--- src/hw/dscp_defines.svh ---
// Offsets, field positions, reset values and timing for the config bank.
// Assumes a 125 MHz core clock; included by its bare name.
`ifndef DSCP_DEFINES_SVH
`define DSCP_DEFINES_SVH

`define DSCP_ADDR_W           15
`define DSCP_OFF_INTF_CFG     15'h0000
`define DSCP_OFF_CHIP_CAT     15'h0003
`define DSCP_OFF_PROD_LO      15'h0003
`define DSCP_OFF_PROD_HI      15'h0004
`define DSCP_OFF_GRADE_REV    15'h0005
`define DSCP_OFF_LINK_PAGE    15'h0008
`define DSCP_OFF_PWR_MAIN     15'h0011

`define DSCP_CFG_REINIT       0
`define DSCP_CFG_LOW_BIT_ORD  1
`define DSCP_CFG_ADDR_UP      2
`define DSCP_CFG_OUT_DRIVE    3

`define DSCP_PWR_REF_OFF      7
`define DSCP_PWR_CHAN0_OFF    6
`define DSCP_PWR_CHAN1_OFF    5
`define DSCP_PWR_CHAN2_OFF    4
`define DSCP_PWR_CHAN3_OFF    3

`define DSCP_RST_INTF_CFG     4'h0
`define DSCP_RST_LINK_PAGE    2'h3
`define DSCP_RST_PWR_MAIN     5'h1f

`define DSCP_INSTR_BITS       4'hf
`define DSCP_BYTE_BITS        4'h7
`define DSCP_RD_FLAG          14

`define DSCP_CLK_PERIOD_NS    8
`define DSCP_SOFT_RESET_NS    128
`define DSCP_SOFT_RESET_CYC   ((`DSCP_SOFT_RESET_NS + `DSCP_CLK_PERIOD_NS \
	- 1) / `DSCP_CLK_PERIOD_NS)

`endif

--- src/hw/dscp_pkg.sv ---
// Types shared by the config bank.
// Assumes nothing beyond a SystemVerilog compiler.
package dscp_pkg;
	typedef enum logic [2:0] {
		DSCP_IDLE  = 3'b001,
		DSCP_INSTR = 3'b010,
		DSCP_DATA  = 3'b100
	} dscp_state_t;
endpackage : dscp_pkg

--- src/hw/dscp_sync.sv ---
// Two-flop synchroniser for a group of asynchronous pins.
// Assumes the pins are independent levels; no bus coherence is kept.
`timescale 1ns/1ns
module dscp_sync #(
	parameter int               WIDTH   = 1,
	parameter logic [WIDTH-1:0] RST_VAL = '0
) (
	input  wire logic             clock,
	input  wire logic             rst_b,
	input  wire logic             ce,
	input  wire logic [WIDTH-1:0] asyncIn,
	output wire logic [WIDTH-1:0] syncOut
);
	logic [WIDTH-1:0] meta_r;
	logic [WIDTH-1:0] meta_nxt;
	logic [WIDTH-1:0] stable_r;
	logic [WIDTH-1:0] stable_nxt;

	always_comb begin
		meta_nxt   = ce ? asyncIn : meta_r;
		stable_nxt = ce ? meta_r : stable_r;
	end

	always_ff @(posedge clock or negedge rst_b) begin
		if (!rst_b) begin
			meta_r   <= RST_VAL;
			stable_r <= RST_VAL;
		end else begin
			meta_r   <= meta_nxt;
			stable_r <= stable_nxt;
		end
	end

	assign syncOut = stable_r;
endmodule : dscp_sync

--- src/hw/dscp_regbank.sv ---
// Serial control port and low-address config, ID and power-down bank.
// Assumes serial pins, tx gate pins asynchronous; mask bits from core logic.
// Overview of operation
// - Bit-order bit 1 set shifts data low bit first, clear high bit first.
// - Writing 1 to config bit 0 starts an internal soft reset.
// - The soft reset bit clears itself when the soft reset has finished.
// - The link page pointer is a two-bit field in bits 1:0 that resets to 3.
// - Paged writes go to link A for page 1, B for page 2, both for page 3.
// - Bit 7 resets to 1 and holds the reference off; the tx gates do not act on it.
// - Bit 6 powers down channel 0 when set, overriding gating, reset value 1.
// - Bit 5 powers down channel 1 when set, overriding gating, reset value 1.
// - Bit 4 powers down channel 2 when set, overriding gating, reset value 1.
// - Bit 3 powers down channel 3 when set, overriding gating, reset value 1.
// - With the dual A mask set and tx gate A low, channels 0 and 1 are off.
// - With the dual B mask set and tx gate B low, channels 2 and 3 are off.
`timescale 1ns/1ns
`include "dscp_defines.svh"
module dscp_regbank #(
	parameter logic [7:0] CHIP_CATEGORY = 8'h5a, // Arbitrary value
	parameter logic [7:0] PRODUCT_LO    = 8'h3c, // Arbitrary value
	parameter logic [7:0] PRODUCT_HI    = 8'hc3, // Arbitrary value
	parameter logic [3:0] PART_GRADE    = 4'h1,  // Arbitrary value
	parameter logic [3:0] SILICON_REV   = 4'h2   // Arbitrary value
) (
	input  wire logic        clock,
	input  wire logic        rst_b,
	input  wire logic        ce,
	input  wire logic        spiSelect_b,
	input  wire logic        spiSclk,
	input  wire logic        sdioIn,
	output wire logic        sdioOut,
	output wire logic        sdioOe_b,
	output wire logic        sdoOut,
	output wire logic        sdoOe_b,
	input  wire logic        txGateA,
	input  wire logic        txGateB,
	input  wire logic        dualAGateMask,
	input  wire logic        dualBGateMask,
	output wire logic        refOff,
	output wire logic [3:0]  chanOff,
	output wire logic        softResetOut,
	output wire logic        extWrStb,
	output wire logic [14:0] extAddr,
	output wire logic [7:0]  extData,
	output wire logic        extLinkA,
	output wire logic        extLinkB
);
	import dscp_pkg::*;

	logic [4:0]          pinSync;
	logic                csSync_b;
	logic                sclkSync;
	logic                sdiSync;
	logic                gateASync;
	logic                gateBSync;
	logic                sclkRise;
	dscp_state_t         state_r;
	dscp_state_t         state_nxt;
	logic [3:0]          bitCnt_r;
	logic [3:0]          bitCnt_nxt;
	logic [15:0]         shift_r;
	logic [15:0]         shift_nxt;
	logic                rdMode_r;
	logic                rdMode_nxt;
	logic [14:0]         addr_r;
	logic [14:0]         addr_nxt;
	logic [7:0]          txByte_r;
	logic [7:0]          txByte_nxt;
	logic                sclkDly_r;
	logic                sdioOut_r;
	logic                sdioOut_nxt;
	logic                sdioOe_b_r;
	logic                sdioOe_b_nxt;
	logic                sdoOut_r;
	logic                sdoOut_nxt;
	logic                sdoOe_b_r;
	logic                sdoOe_b_nxt;
	logic                wrEn;
	logic [14:0]         stepAddr;
	logic [7:0]          rxByte;
	logic                outBit;
	logic [3:0]          cfg_r;
	logic [3:0]          cfg_nxt;
	logic [1:0]          page_r;
	logic [1:0]          page_nxt;
	logic [7:3]          pwr_r;
	logic [7:3]          pwr_nxt;
	logic [7:0]          srCnt_r;
	logic [7:0]          srCnt_nxt;
	logic                self_clearing_reinit_r;
	logic                self_clearing_reinit_nxt;
	logic                refOff_r;
	logic                refOff_nxt;
	logic [3:0]          chanOff_r;
	logic [3:0]          chanOff_nxt;
	logic                extWrStb_r;
	logic                extWrStb_nxt;
	logic [14:0]         extAddr_r;
	logic [14:0]         extAddr_nxt;
	logic [7:0]          extData_r;
	logic [7:0]          extData_nxt;
	logic                extLinkA_r;
	logic                extLinkA_nxt;
	logic                extLinkB_r;
	logic                extLinkB_nxt;
	// Pins cross in; sclk edges found on the stable copy only
	dscp_sync #(
		.WIDTH  (5),
		.RST_VAL(5'h01) // Select idles high, no false frame after reset
	) uSync (
		.clock  (clock),
		.rst_b  (rst_b),
		.ce     (ce),
		.asyncIn({txGateB, txGateA, sdioIn, spiSclk, spiSelect_b}),
		.syncOut(pinSync)
	);
	assign csSync_b  = pinSync[0];
	assign sclkSync  = pinSync[1];
	assign sdiSync   = pinSync[2];
	assign gateASync = pinSync[3];
	assign gateBSync = pinSync[4];
	assign sclkRise  = sclkSync & ~sclkDly_r;
	function automatic logic [7:0] readReg(input logic [14:0] a);
		logic [7:0] v;
		v = 8'h00;
		case (a)
			`DSCP_OFF_INTF_CFG: v = {cfg_r[0], cfg_r[1], cfg_r[2], cfg_r[3],
				cfg_r};
			`DSCP_OFF_CHIP_CAT:  v = CHIP_CATEGORY;
			`DSCP_OFF_PROD_HI:   v = PRODUCT_HI;
			`DSCP_OFF_GRADE_REV: v = {PART_GRADE, SILICON_REV};
			`DSCP_OFF_LINK_PAGE: v = {6'h00, page_r};
			`DSCP_OFF_PWR_MAIN:  v = {pwr_r, 3'h0};
			default:             v = 8'h00;
		endcase
		return v;
	endfunction : readReg

	// Serial engine: 16-bit instruction high bit first, then data bytes
	always_comb begin
		state_nxt    = state_r;
		bitCnt_nxt   = bitCnt_r;
		shift_nxt    = shift_r;
		rdMode_nxt   = rdMode_r;
		addr_nxt     = addr_r;
		txByte_nxt   = txByte_r;
		sdioOut_nxt  = 1'b0;
		sdioOe_b_nxt = 1'b1;
		sdoOut_nxt   = 1'b0;
		sdoOe_b_nxt  = 1'b1;
		wrEn         = 1'b0;
		stepAddr     = cfg_r[`DSCP_CFG_ADDR_UP] ? 15'(addr_r + 15'h0001)
			: 15'(addr_r - 15'h0001);
		rxByte       = cfg_r[`DSCP_CFG_LOW_BIT_ORD]
			? {sdiSync, shift_r[7:1]} : {shift_r[6:0], sdiSync};
		outBit       = cfg_r[`DSCP_CFG_LOW_BIT_ORD] ? txByte_r[bitCnt_r[2:0]]
			: txByte_r[3'(3'h7 - bitCnt_r[2:0])];
		case (state_r)
			DSCP_IDLE: begin
				bitCnt_nxt = 4'h0;
				if (!csSync_b) begin
					state_nxt = DSCP_INSTR;
				end
			end
			DSCP_INSTR: begin
				if (sclkRise) begin
					shift_nxt  = {shift_r[14:0], sdiSync};
					bitCnt_nxt = 4'(bitCnt_r + 4'h1);
					if (bitCnt_r == `DSCP_INSTR_BITS) begin
						rdMode_nxt = shift_r[`DSCP_RD_FLAG];
						addr_nxt   = {shift_r[13:0], sdiSync};
						txByte_nxt = readReg({shift_r[13:0], sdiSync});
						bitCnt_nxt = 4'h0;
						state_nxt  = DSCP_DATA;
					end
				end
			end
			DSCP_DATA: begin
				if (rdMode_r) begin
					// Separate output line or shared data line
					if (cfg_r[`DSCP_CFG_OUT_DRIVE]) begin
						sdoOut_nxt  = outBit;
						sdoOe_b_nxt = 1'b0;
					end else begin
						sdioOut_nxt  = outBit;
						sdioOe_b_nxt = 1'b0;
					end
				end
				if (sclkRise) begin
					shift_nxt  = {shift_r[15:8], rxByte};
					bitCnt_nxt = 4'(bitCnt_r + 4'h1);
					if (bitCnt_r == `DSCP_BYTE_BITS) begin
						wrEn       = ~rdMode_r;
						addr_nxt   = stepAddr;
						txByte_nxt = readReg(stepAddr);
						bitCnt_nxt = 4'h0;
					end
				end
			end
			default: state_nxt = DSCP_IDLE;
		endcase
		// Select release aborts any partial byte
		if (csSync_b) begin
			state_nxt    = DSCP_IDLE;
			sdioOe_b_nxt = 1'b1;
			sdoOe_b_nxt  = 1'b1;
		end
	end

	always_ff @(posedge clock or negedge rst_b) begin
		if (!rst_b) begin
			state_r    <= DSCP_IDLE;
			bitCnt_r   <= 4'h0;
			shift_r    <= 16'h0000;
			rdMode_r   <= 1'b0;
			addr_r     <= 15'h0000;
			txByte_r   <= 8'h00;
			sclkDly_r  <= 1'b0;
			sdioOut_r  <= 1'b0;
			sdioOe_b_r <= 1'b1;
			sdoOut_r   <= 1'b0;
			sdoOe_b_r  <= 1'b1;
		end else if (ce) begin
			state_r    <= state_nxt;
			bitCnt_r   <= bitCnt_nxt;
			shift_r    <= shift_nxt;
			rdMode_r   <= rdMode_nxt;
			addr_r     <= addr_nxt;
			txByte_r   <= txByte_nxt;
			sclkDly_r  <= sclkSync;
			sdioOut_r  <= sdioOut_nxt;
			sdioOe_b_r <= sdioOe_b_nxt;
			sdoOut_r   <= sdoOut_nxt;
			sdoOe_b_r  <= sdoOe_b_nxt;
		end
	end

	// Register bank, soft reset sequencer and power-down decode
	always_comb begin
		cfg_nxt       = cfg_r;
		page_nxt      = page_r;
		pwr_nxt       = pwr_r;
		srCnt_nxt     = srCnt_r;
		self_clearing_reinit_nxt = self_clearing_reinit_r;
		extWrStb_nxt  = 1'b0;
		extAddr_nxt   = extAddr_r;
		extData_nxt   = extData_r;
		extLinkA_nxt  = extLinkA_r;
		extLinkB_nxt  = extLinkB_r;
		if (wrEn) begin
			case (addr_r)
				`DSCP_OFF_INTF_CFG:
					cfg_nxt = {rxByte[3:1], cfg_r[0] | rxByte[0]};
				`DSCP_OFF_LINK_PAGE: page_nxt = rxByte[1:0];
				`DSCP_OFF_PWR_MAIN:  pwr_nxt = rxByte[7:3];
				`DSCP_OFF_CHIP_CAT, `DSCP_OFF_PROD_HI,
				`DSCP_OFF_GRADE_REV: cfg_nxt = cfg_r;
				default: begin
					extWrStb_nxt = 1'b1;
					extAddr_nxt  = addr_r;
					extData_nxt  = rxByte;
					extLinkA_nxt = page_r[0];
					extLinkB_nxt = page_r[1];
				end
			endcase
		end
		// Start restores bank defaults; bit 0 stays set while busy
		if (wrEn && addr_r == `DSCP_OFF_INTF_CFG && rxByte[0] && !self_clearing_reinit_r)
		begin
			self_clearing_reinit_nxt = 1'b1;
			srCnt_nxt     = 8'(`DSCP_SOFT_RESET_CYC);
			cfg_nxt       = `DSCP_RST_INTF_CFG | 4'h1;
			page_nxt      = `DSCP_RST_LINK_PAGE;
			pwr_nxt       = `DSCP_RST_PWR_MAIN;
		end else if (self_clearing_reinit_r) begin
			srCnt_nxt  = 8'(srCnt_r - 8'h01);
			cfg_nxt[0] = 1'b1;
			if (srCnt_r == 8'h01) begin
				self_clearing_reinit_nxt = 1'b0;
				cfg_nxt[0]    = 1'b0;
			end
		end
		refOff_nxt   = pwr_r[`DSCP_PWR_REF_OFF];
		chanOff_nxt[0] = pwr_r[`DSCP_PWR_CHAN0_OFF]
			| (dualAGateMask & ~gateASync);
		chanOff_nxt[1] = pwr_r[`DSCP_PWR_CHAN1_OFF]
			| (dualAGateMask & ~gateASync);
		chanOff_nxt[2] = pwr_r[`DSCP_PWR_CHAN2_OFF]
			| (dualBGateMask & ~gateBSync);
		chanOff_nxt[3] = pwr_r[`DSCP_PWR_CHAN3_OFF]
			| (dualBGateMask & ~gateBSync);
	end

	always_ff @(posedge clock or negedge rst_b) begin
		if (!rst_b) begin
			cfg_r       <= `DSCP_RST_INTF_CFG;
			page_r      <= `DSCP_RST_LINK_PAGE;
			pwr_r       <= `DSCP_RST_PWR_MAIN;
			srCnt_r     <= 8'h00;
			self_clearing_reinit_r <= 1'b0;
			refOff_r    <= 1'b1;
			chanOff_r   <= 4'hf;
			extWrStb_r  <= 1'b0;
			extAddr_r   <= 15'h0000;
			extData_r   <= 8'h00;
			extLinkA_r  <= 1'b0;
			extLinkB_r  <= 1'b0;
		end else if (ce) begin
			cfg_r       <= cfg_nxt;
			page_r      <= page_nxt;
			pwr_r       <= pwr_nxt;
			srCnt_r     <= srCnt_nxt;
			self_clearing_reinit_r <= self_clearing_reinit_nxt;
			refOff_r    <= refOff_nxt;
			chanOff_r   <= chanOff_nxt;
			extWrStb_r  <= extWrStb_nxt;
			extAddr_r   <= extAddr_nxt;
			extData_r   <= extData_nxt;
			extLinkA_r  <= extLinkA_nxt;
			extLinkB_r  <= extLinkB_nxt;
		end
	end

	assign sdioOut      = sdioOut_r;
	assign sdioOe_b     = sdioOe_b_r;
	assign sdoOut       = sdoOut_r;
	assign sdoOe_b      = sdoOe_b_r;
	assign refOff       = refOff_r;
	assign chanOff      = chanOff_r;
	assign softResetOut = self_clearing_reinit_r;
	assign extWrStb     = extWrStb_r;
	assign extAddr      = extAddr_r;
	assign extData      = extData_r;
	assign extLinkA     = extLinkA_r;
	assign extLinkB     = extLinkB_r;
endmodule : dscp_regbank

--- config.mk ---
export PLATFORM = sky130hd
export DESIGN_NAME = dscp_regbank
export DESIGN_NICKNAME = d
export VERILOG_FILES = /design/src/hw/dscp_pkg.sv /design/src/hw/dscp_sync.sv /design/src/hw/dscp_regbank.sv
export VERILOG_INCLUDE_DIRS = /design/src /design/src/hw
export SDC_FILE = /design/constraint.sdc
export NUM_CORES = 1
export LEC_CHECK = 0
export BUFFER_PORTS_ARGS = -buffer_cell sky130_fd_sc_hd__buf_2
export CELL_PAD_IN_SITES_DETAIL_PLACEMENT = 1
export CELL_PAD_IN_SITES_GLOBAL_PLACEMENT = 2
export CORE_MARGIN = 1
export CORE_UTILIZATION = 39
export CTS_CLUSTER_DIAMETER = 150
export CTS_CLUSTER_SIZE = 10
export DETAILED_ROUTE_END_ITERATION = 6
export PLACE_DENSITY_LB_ADDON = 0.12
export SYNTH_ARGS = -nofsm -noshare
export SYNTH_HDL_FRONTEND = slang
export SYNTH_SLANG_ARGS = --single-unit
export TNS_END_PERCENT = 20
--- constraint.sdc ---
create_clock -name clock -period 4.2 [get_ports clock]
set_input_delay 0.84 -clock clock [delete_from_list [all_inputs] [get_ports clock]]
set_output_delay 0.84 -clock clock [all_outputs]
set_load 0.02 [all_outputs]
**Word level (Yosys, flattened, before mapping)**

Index checks and enable logic that the tools add are counted.
W data, S select, Z words.

- Flip-flop bits (word level): 112
- Latch bits: 0
- Memory bits (writable): 0
- ROM bits: 0
- Output and inout port bits: 36
- Word-level logic and storage cells: 171
- Memories kept: 0

- $add $sub $neg: 5
- Multiply operators: 0
- Div/mod/pow operators: 0
- $lt $le $gt $ge: 2
- Equality and inequality tests: 28
- Shift operators: 0
- Multiplexer cells: 66
- Bitwise gates (word level): 14
- Reduce and logical (&&, ||, !) cells: 29

Operators by type and width:

| kind | count |
|---|---|
| $pmux W8 S6 | 2 |
| $eq A15 B3 Y1 const B | 6 |
| $mux W15 | 6 |
| $mux W8 | 8 |
| $pmux W15 S2 | 2 |
| $eq A15 B2 Y1 const B | 3 |
| $eq A15 B4 Y1 const B | 3 |
| $eq A15 B5 Y1 const B | 3 |
| $logic_not A15 Y1 | 3 |
| $mux W1 | 27 |
| $mux W4 | 6 |
| $reduce_and A4 Y1 | 5 |
| $pmux W8 S2 | 1 |
| $add A15 B1 Y15 const B | 1 |
| $mux W5 | 3 |
| $reduce_and A3 Y1 | 5 |
| $sub A15 B1 Y15 const B | 1 |
| $mux W3 | 4 |
| $pmux W4 S3 | 1 |
| $reduce_bool A2 Y1 | 6 |
| $pmux W3 S3 | 1 |
| $reduce_bool A3 Y1 | 3 |
| $eq A8 B1 Y1 const B | 1 |
| $lt A3 B4 Y1 const B | 2 |
| 21 further kinds | 41 |

**Longest topological paths before layout**

Gate-level depths: netlist of run 1.

- Word-level depth: 9
- Depth in mapped cells: 12
- Gate-level depth less buffers: 11

**Cells and area by module**

A second synthesis of run 1 with hierarchy kept.

- Cells, all modules: 674
- Area, all modules: 6448.7 um^2

Modules (own cells, without submodules):

| module | instances | cells an instance | area an instance (um^2) | sequential area each (um^2) |
|---|---|---|---|---|
| dscp_regbank | 1 | 653 | 6034.5 | 2571.2 |
| dscp_sync | 1 | 21 | 414.1 | 252.7 |

**Worst setup path after synthesis of run 1**

Ideal clock, no wire load.

- Kind: register -> register
- From: reg cfg_r[2]
- To: reg txByte_r[3]
- Setup time: 0.092 ns
- Arrival: 3.104 ns
- Required time: 4.108 ns
- Slack: 1.004 ns
- Cell stages (with the launch flop): 13
- Path buffers: 1
- Cell sequence: dfrtp_1 -> inv_1 -> ha_1 -> clkbuf_1 -> a21o_1 -> o21bai_1 -> a211oi_1 -> o41ai_1 -> xor2_1 -> nor4_1 -> nand2_1 -> or3_4 -> o31ai_2

- Longest elaborated chain between the ends: 6

RTL lines:

| what | RTL line | RTL |
|---|---|---|
| start, declared | dscp_regbank.sv:82 | `logic [3:0] cfg_r;` |
| start signal, assigned | dscp_regbank.sv:296 | `` cfg_r <= `DSCP_RST_INTF_CFG; `` |
| start signal, assigned | dscp_regbank.sv:309 | `cfg_r <= cfg_nxt;` |
| $mux W15 (*) | dscp_regbank.sv:152 | `` stepAddr = cfg_r[`DSCP_CFG_ADDR_UP] ? 15'(addr_r + 15'h0001) `` |
| $eq A15 B5 Y1, or another cell as far along | dscp_regbank.sv:126 | `case (a)` |
| $pmux W8 S6 (*) | dscp_regbank.sv:126 |  |
| $mux W8 (*) | dscp_regbank.sv:192 | `` if (bitCnt_r == `DSCP_BYTE_BITS) begin `` |
| $mux W8 (*) | dscp_regbank.sv:189 | `if (sclkRise) begin` |
| $pmux W8 S2 (*) | dscp_regbank.sv:158 | `case (state_r)` |
| end signal, assigned | dscp_regbank.sv:229 | `txByte_r <= txByte_nxt;` |
| end, declared | dscp_regbank.sv:67 | `logic [7:0] txByte_r;` |

Mark *: on every way between the ends. The rest lies on a longest branch, timed or not. The select of a mux whose other input is x is not followed.
A chain may end at the register's enable or synchronous reset.

**Worst setup path in the final report of run 1**

- From: reg cfg_r[2]
- To: reg txByte_r[5]

- Longest elaborated chain between the ends: 6

RTL lines:

| what | RTL line |
|---|---|
| $mux W15 | dscp_regbank.sv:152 |
| $eq A15 B5 Y1, or another cell as far along | dscp_regbank.sv:126 |
| $pmux W8 S6 | dscp_regbank.sv:126 |
| $mux W8 | dscp_regbank.sv:192 |
| $mux W8 | dscp_regbank.sv:189 |
| $pmux W8 S2 (*) | dscp_regbank.sv:158 |

Marks and branches as above.

==> results of run 1 <==
==> path summary, 6_finish.rpt <==
| path | startpoint | to | slack [ps] | cells past startpoint |
|---|---|---|---|---|
| setup reg to reg | cfg_r[2] | txByte_r[5] | 340 | 11 |
| hold reg to reg | extData[5] | extData[5] | 480 | 2 |
| max in group asynchronous | rst_b | pwr_r[5] | 2710 | 2 |
| min in group asynchronous | rst_b | extLinkA | 560 | 1 |
| hold / removal | extData[5] | extData[5] | 480 | 2 |
| setup / recovery | cfg_r[2] | txByte_r[5] | 340 | 11 |
==> state kept, by name, summed over array words and instances (netlist names), 2 cells and up <==
register / flops
addr_r: 15
extAddr: 15
shift_r: 15
extData: 8
srCnt_r: 8
txByte_r: 8
pwr_r: 5
uSync.meta_r: 5
uSync.syncOut: 5
bitCnt_r: 4
cfg_r: 4
chanOff: 4
state_r: 3
page_r: 2
==> power by group through the flow <==
stage	registers, mW	clock network (mW)	logic, mW
6_report	1.49	0.894	1.96
3_5_place_dp	1.51	0	1.93
3_3_place_gp	1.50	0	1.89
5_1_grt	1.52	0.956	2.18
4_1_cts	1.49	0.921	1.95
2_1_floorplan	1.34	0	1.52
==> metrics by stage <==
stage | power [mW] | worst slack [ps] | instances | instance area [um^2]
2_1_floorplan | 2.86 | 1000 | 693 | 6450
3_3_place_gp | 3.39 | 451 | 919 | 6820
3_5_place_dp | 3.44 | 303 | 919 | 6820
4_1_cts | 4.36 | 268 | 935 | 7120
5_1_grt | 4.66 | 43.7 | 935 | 7130
6_report | 4.35 | 340 | 935 | 7130
==> cells by family (layout without fill, tap and decap cells) <==
kind of cell	after synthesis	in the layout	synth area share, %
AOI/OAI and AO/OA	186	186	17.5
xor gates and xnor gates	22	22	2.99
adders and majority gates	20	20	3.99
buffers and inverters	65	91	4.17
DFF	112	112	43.8
muxes	52	52	9.58
and+or+nand+nor	236	236	18.0
==> final cells by class <==
cell class              instances  area (um^2)  share of cell area, %
multi-input cells             516         3370                   47.2
flip-flops and latches        112         2820                   39.6
repair buffers                 53          288                   4.04
well taps                     216          270                   3.79
clock buffers                  13          250                   3.51
inverters                      22         86.3                   1.21
clock inverters                 3         43.8                  0.614
==> metal layers <==
layer	wire length, um	part of all wire, %	global-route usage, %	vias to the layer above
li1	-	-	-	2508
met1	8970	48	31.6	2692
met2	8760	47	38.1	100
met3	585	3.1	3.83	30
met4	297	1.6	6.15	0
met5	0	0	0	-
==> worst reg2reg max path: cells and delay by family (launching register included) <==
kind                       cells  cell delay, ps
AOI/OAI and AO/OA              5            1350
xor gates and xnor gates       1             190
adders and majority gates      1             450
buffers and inverters          1             370
DFF                            1             500
and+or+nand+nor                3             920
==> placed cells by master, fill, tap and decap left out, types with 9 or more instances in the layout <==
cell type / netlist / final
o21ai_0: 55 / 55
clkbuf_16: 0 / 9
buf_4: 1 / 9
xor2_1: 11 / 11
inv_1: 22 / 21
dfstp_2: 17 / 17
nand2_1: 74 / 74
a21oi_1: 68 / 68
nand3_1: 18 / 18
nor2b_1: 13 / 13
nor3_1: 16 / 16
buf_2: 2 / 44
nor4_1: 13 / 12
ha_1: 19 / 19
xnor2_1: 11 / 11
dfrtp_1: 95 / 95
mux2_2: 28 / 28
mux2i_1: 19 / 19
nor2_1: 60 / 60
==> results.toml, run 1 <==
[yosys]
ys_seq_area_share_pct = 43.8
yosysTopAreaCell = "dfrtp_1"
synth-main-ff-cell = "dfrtp_1"
avgSynthCellArea_um2 = 9.31
synth-seq-cells = 112
ys_top_cells_by_area = "dfrtp_1 37%, dfstp_2 6.9%, a21oi_1 5.3%, mux2_2 4.9%, nand2_1 4.3%"
synth-edff-count = 0
synthCells = 693
async_flop_share_pct = 100
synth_nets = 723
yosys.cell_count.top_type = "dfrtp_1"
synth.top_cell.area_share_pct = 36.8
synthTopCellsByCount = "95 x dfrtp_1, 74 x nand2_1, 68 x a21oi_1"
mappedNetlistArea_um2 = 6450
ys_warn_count = 0
yosys.cell_types.count = 72

[floorplanning]
rows = 46
dieWidth_um = 131
dieArea_um2 = 17100
die_y_um = 131
start_util_pct = 40.3
design.portCount = 46
coreArea_um2 = 16000

[power]
leakage_nw = 3.07
power.switching_mw = 1.89
ir_drop_mv = 0.241
power.internal_mw = 2.46
p_comb_share_pct = 45.1
p_seq_share_pct = 34.3
p_clk_share_pct = 20.6
p_sw_share_pct = 43.5
cellPowerDensity_nw_per_um2 = 610

[clock_network]
worstSkewPairLatency_ps = 360
clockBufferDepth = 2
path_clk_slew_ps = 70
cts_tree = "built"
post_cts_resized = 0
cts_root_buf = "clkbuf_16"
htree_levels = 3
cts_setup_buffers = 0
cts.sinks = 112
cts_hold_buf = 0
numCtsBuffers = 9

[setup_path]
cp_num_buf_inv = 1
critPathMaxFanout = 14
critPathTopFamily = "compound AO/OA/AOI/OAI gates"
arrival_ps = 4130
crit_type = "reg -> reg"
slowest_stage = "dfrtp_1"
start_kind = "flop"
max_stage_delay_ps = 500
path_cells = "clkinvlp_4, ha_1, a21o_1, and4_4, o41ai_4, o21ai_0, xor2_1, nor4_1, nand3_1, o41a_1, a32oi_1"
cp.required_ps = 4470
end_kind = "flop"

[finish]
final_util_pct = 44.5
fillerInstances = 1876
nNetsFinal = 744
areaGrowthSynthToFinish_pct = 10.5
drive_above_1_share_pct = 18.5
insertedDiodeCount = 0

[flow_run]
drv_cap = 0

[sta]
period_share_pct = 91.9
tightest_slew_ps = 828
rsz0062_at_grt = "false"
fin_setup_tns_ps = 0
holdWs_ps = 483
setup_viol = 0
period_needed_ps = 3860
drv_slew = 0
skew_ps = 7.50
fmax_mhz = 259
slew-limit-headroom_pct = 43.2
hold_violations = 0

[placement]
port_buffers = 45
gp_congestion = 0.845
hpwl_um = 13800

[routing]
drtIter0Drc = 227
wl_per_cell_um = 19.9
viasPerCell = 5.70
ant_nets = 0
wirelength_um = 18600
remaining_drc_errors = 0
first_pass_iters = 4
route.vias.total = 5330

[global_routing]
grt_overflow = 0
grt_start_max_net_pins = 60
grt_pass1_wl_um = 29900
antenna_found_initial = 1
grt_pass1_vias = 5402
track_usage_pct = 23.2

[outcome]
status = "finished, final reports clean"

[min_path]
hold_path.class = "reg -> reg"
Note: power is estimated with default switching activity, not from simulation.
==> run 2, diff against run 1 <==
--- a/config.mk
+++ b/config.mk
@@ -9,6 +9,7 @@
 export BUFFER_PORTS_ARGS = -buffer_cell sky130_fd_sc_hd__buf_2
 export CELL_PAD_IN_SITES_DETAIL_PLACEMENT = 1
 export CELL_PAD_IN_SITES_GLOBAL_PLACEMENT = 2
+export CORE_ASPECT_RATIO = 0.9
 export CORE_MARGIN = 1
 export CORE_UTILIZATION = 39
 export CTS_CLUSTER_DIAMETER = 150
==> results.toml, run 2 (synthesized netlist as in run 1, its figures left out) <==
[floorplanning]
dieWidth_um = 138
coreArea_um2 = 16100
start_util_pct = 40.0
rows = 44
die_y_um = 124
design.portCount = 46
dieArea_um2 = 17100

[sta]
hold_violations = 0
skew_ps = 16.5
period_needed_ps = 3830
slew-limit-headroom_pct = 32.6
setup_viol = 0
tightest_slew_ps = 1010
fin_setup_tns_ps = 0
period_share_pct = 91.1
fmax_mhz = 261
rsz0062_at_grt = "false"
drv_slew = 0

[routing]
route.vias.total = 5264
viasPerCell = 5.69
drtIter0Drc = 278
ant_nets = 0
wirelength_um = 18500
remaining_drc_errors = 0
first_pass_iters = 4
wl_per_cell_um = 20.0

[clock_network]
clockBufferDepth = 2
cts_tree = "built"
path_clk_slew_ps = 80
htree_levels = 3
numCtsBuffers = 9
cts_setup_buffers = 0
cts_hold_buf = 0
cts_root_buf = "clkbuf_16"
post_cts_resized = 0
cts.sinks = 112
worstSkewPairLatency_ps = 370

[global_routing]
track_usage_pct = 23.3
grt_start_max_net_pins = 60
grt_pass1_wl_um = 29700
antenna_found_initial = 1
grt_pass1_vias = 5428
grt_overflow = 0

[outcome]
status = "finished, final reports clean"

[setup_path]
end_kind = "flop"
crit_type = "reg -> reg"
critPathTopFamily = "compound AO/OA/AOI/OAI gates"
arrival_ps = 4110
start_kind = "flop"
cp.required_ps = 4480
slowest_stage = "nor4_1"
crit_top_cell = "a21oi_1"
cp_num_buf_inv = 1
critPathMaxFanout = 14
path_cells = "inv_1, ha_1, a21oi_1, a21oi_1, a211oi_1, o41ai_1, xor2_1, nor4_1, nand3_1, o41a_1, a32oi_1"
max_stage_delay_ps = 520

[finish]
final_common_cell = "dfrtp_1"
areaGrowthSynthToFinish_pct = 10.5
fillerInstances = 1878
register_area_um2 = 2820
insertedDiodeCount = 0
final_cells = 925
drive_above_1_share_pct = 18.4
nNetsFinal = 743
multi_input_area_um2 = 3370
final_cell_mix = "95 x dfrtp_1, 74 x nand2_1, 68 x a21oi_1"

[power]
cellPowerDensity_nw_per_um2 = 612
leakage_nw = 3.08
ir_drop_mv = 0.282
total_power_mw = 4.36

[placement]
gp_congestion = 0.868
dp_cells = 909
hpwl_um = 13600
port_buffers = 45

[min_path]
hold_path.class = "reg -> reg"

[flow_run]
drv_cap = 0
-- run 2: changes by cell type in the layout (fill, tap and decap cells not counted), sizes merged --
cell    change
clkbuf      -1
inv         +1
buf         -1
-- run 2: through the flow --
| step | utilization, % | setup WS (ps) | hold slack (ps) | area [um^2] |
|---|---|---|---|---|
| floorplan | - | 1000 | 444 | 6450 |
| global placement | 42.3 | 535 | 457 | 6820 |
| detailed placement | 42.3 | 364 | 471 | 6820 |
| CTS | 44.2 | 372 | 488 | 7130 |
| global route | 44.2 | 78.9 | 511 | 7130 |
| finish | 44.2 | 372 | 479 | 7130 |
-- run 2: worst paths after layout --
check | startpoint | endpoint | slack, ps | depth (start not counted)
worst min register to register | extData[1] | extData[1] | 480 | 2
worst max-delay path | cfg_r[2] | txByte_r[5] | 370 | 11
worst min-delay path | extData[1] | extData[1] | 480 | 2
min in group asynchronous | rst_b | extData[1] | 510 | 1
worst max register to register | cfg_r[2] | txByte_r[5] | 370 | 11
max in group asynchronous | rst_b | state_r[0] | 2860 | 2
-- run 2: where the power goes --
group | total (mW) | internal (mW) | switching, mW | leakage (nW)
clock network | 0.920 | 0.498 | 0.422 | 0.149
logic | 1.93 | 0.749 | 1.18 | 1.49
registers | 1.51 | 1.21 | 0.296 | 1.44
-- run 2: tightest hold or removal path, delay by kind of cell, from the launching register on --
| kind | cells | cell delay, ps |
|---|---|---|
| flip-flops | 1 | 350 |
| AND/OR/NAND/NOR | 1 | 50 |
| AO/OA/AOI/OAI | 1 | 50 |
-- run 2: layer usage --
layer	vias to the layer above	track usage [%]	share of wire (%)
met5	-	0	0
met4	0	6.73	1.6
met3	22	3.66	3.1
met2	80	38.3	47
met1	2667	31.5	48
li1	2495	-	-
-- run 2: cell type report --
type                       instances  area share (%)
multi-input combinational        516            47.2
sequential                       112            39.6
timing repair buffer              52            4.11
tap                              207            3.63
clock buffer                      12            3.60
inverter                          22            1.16
clock inverter                     4           0.719
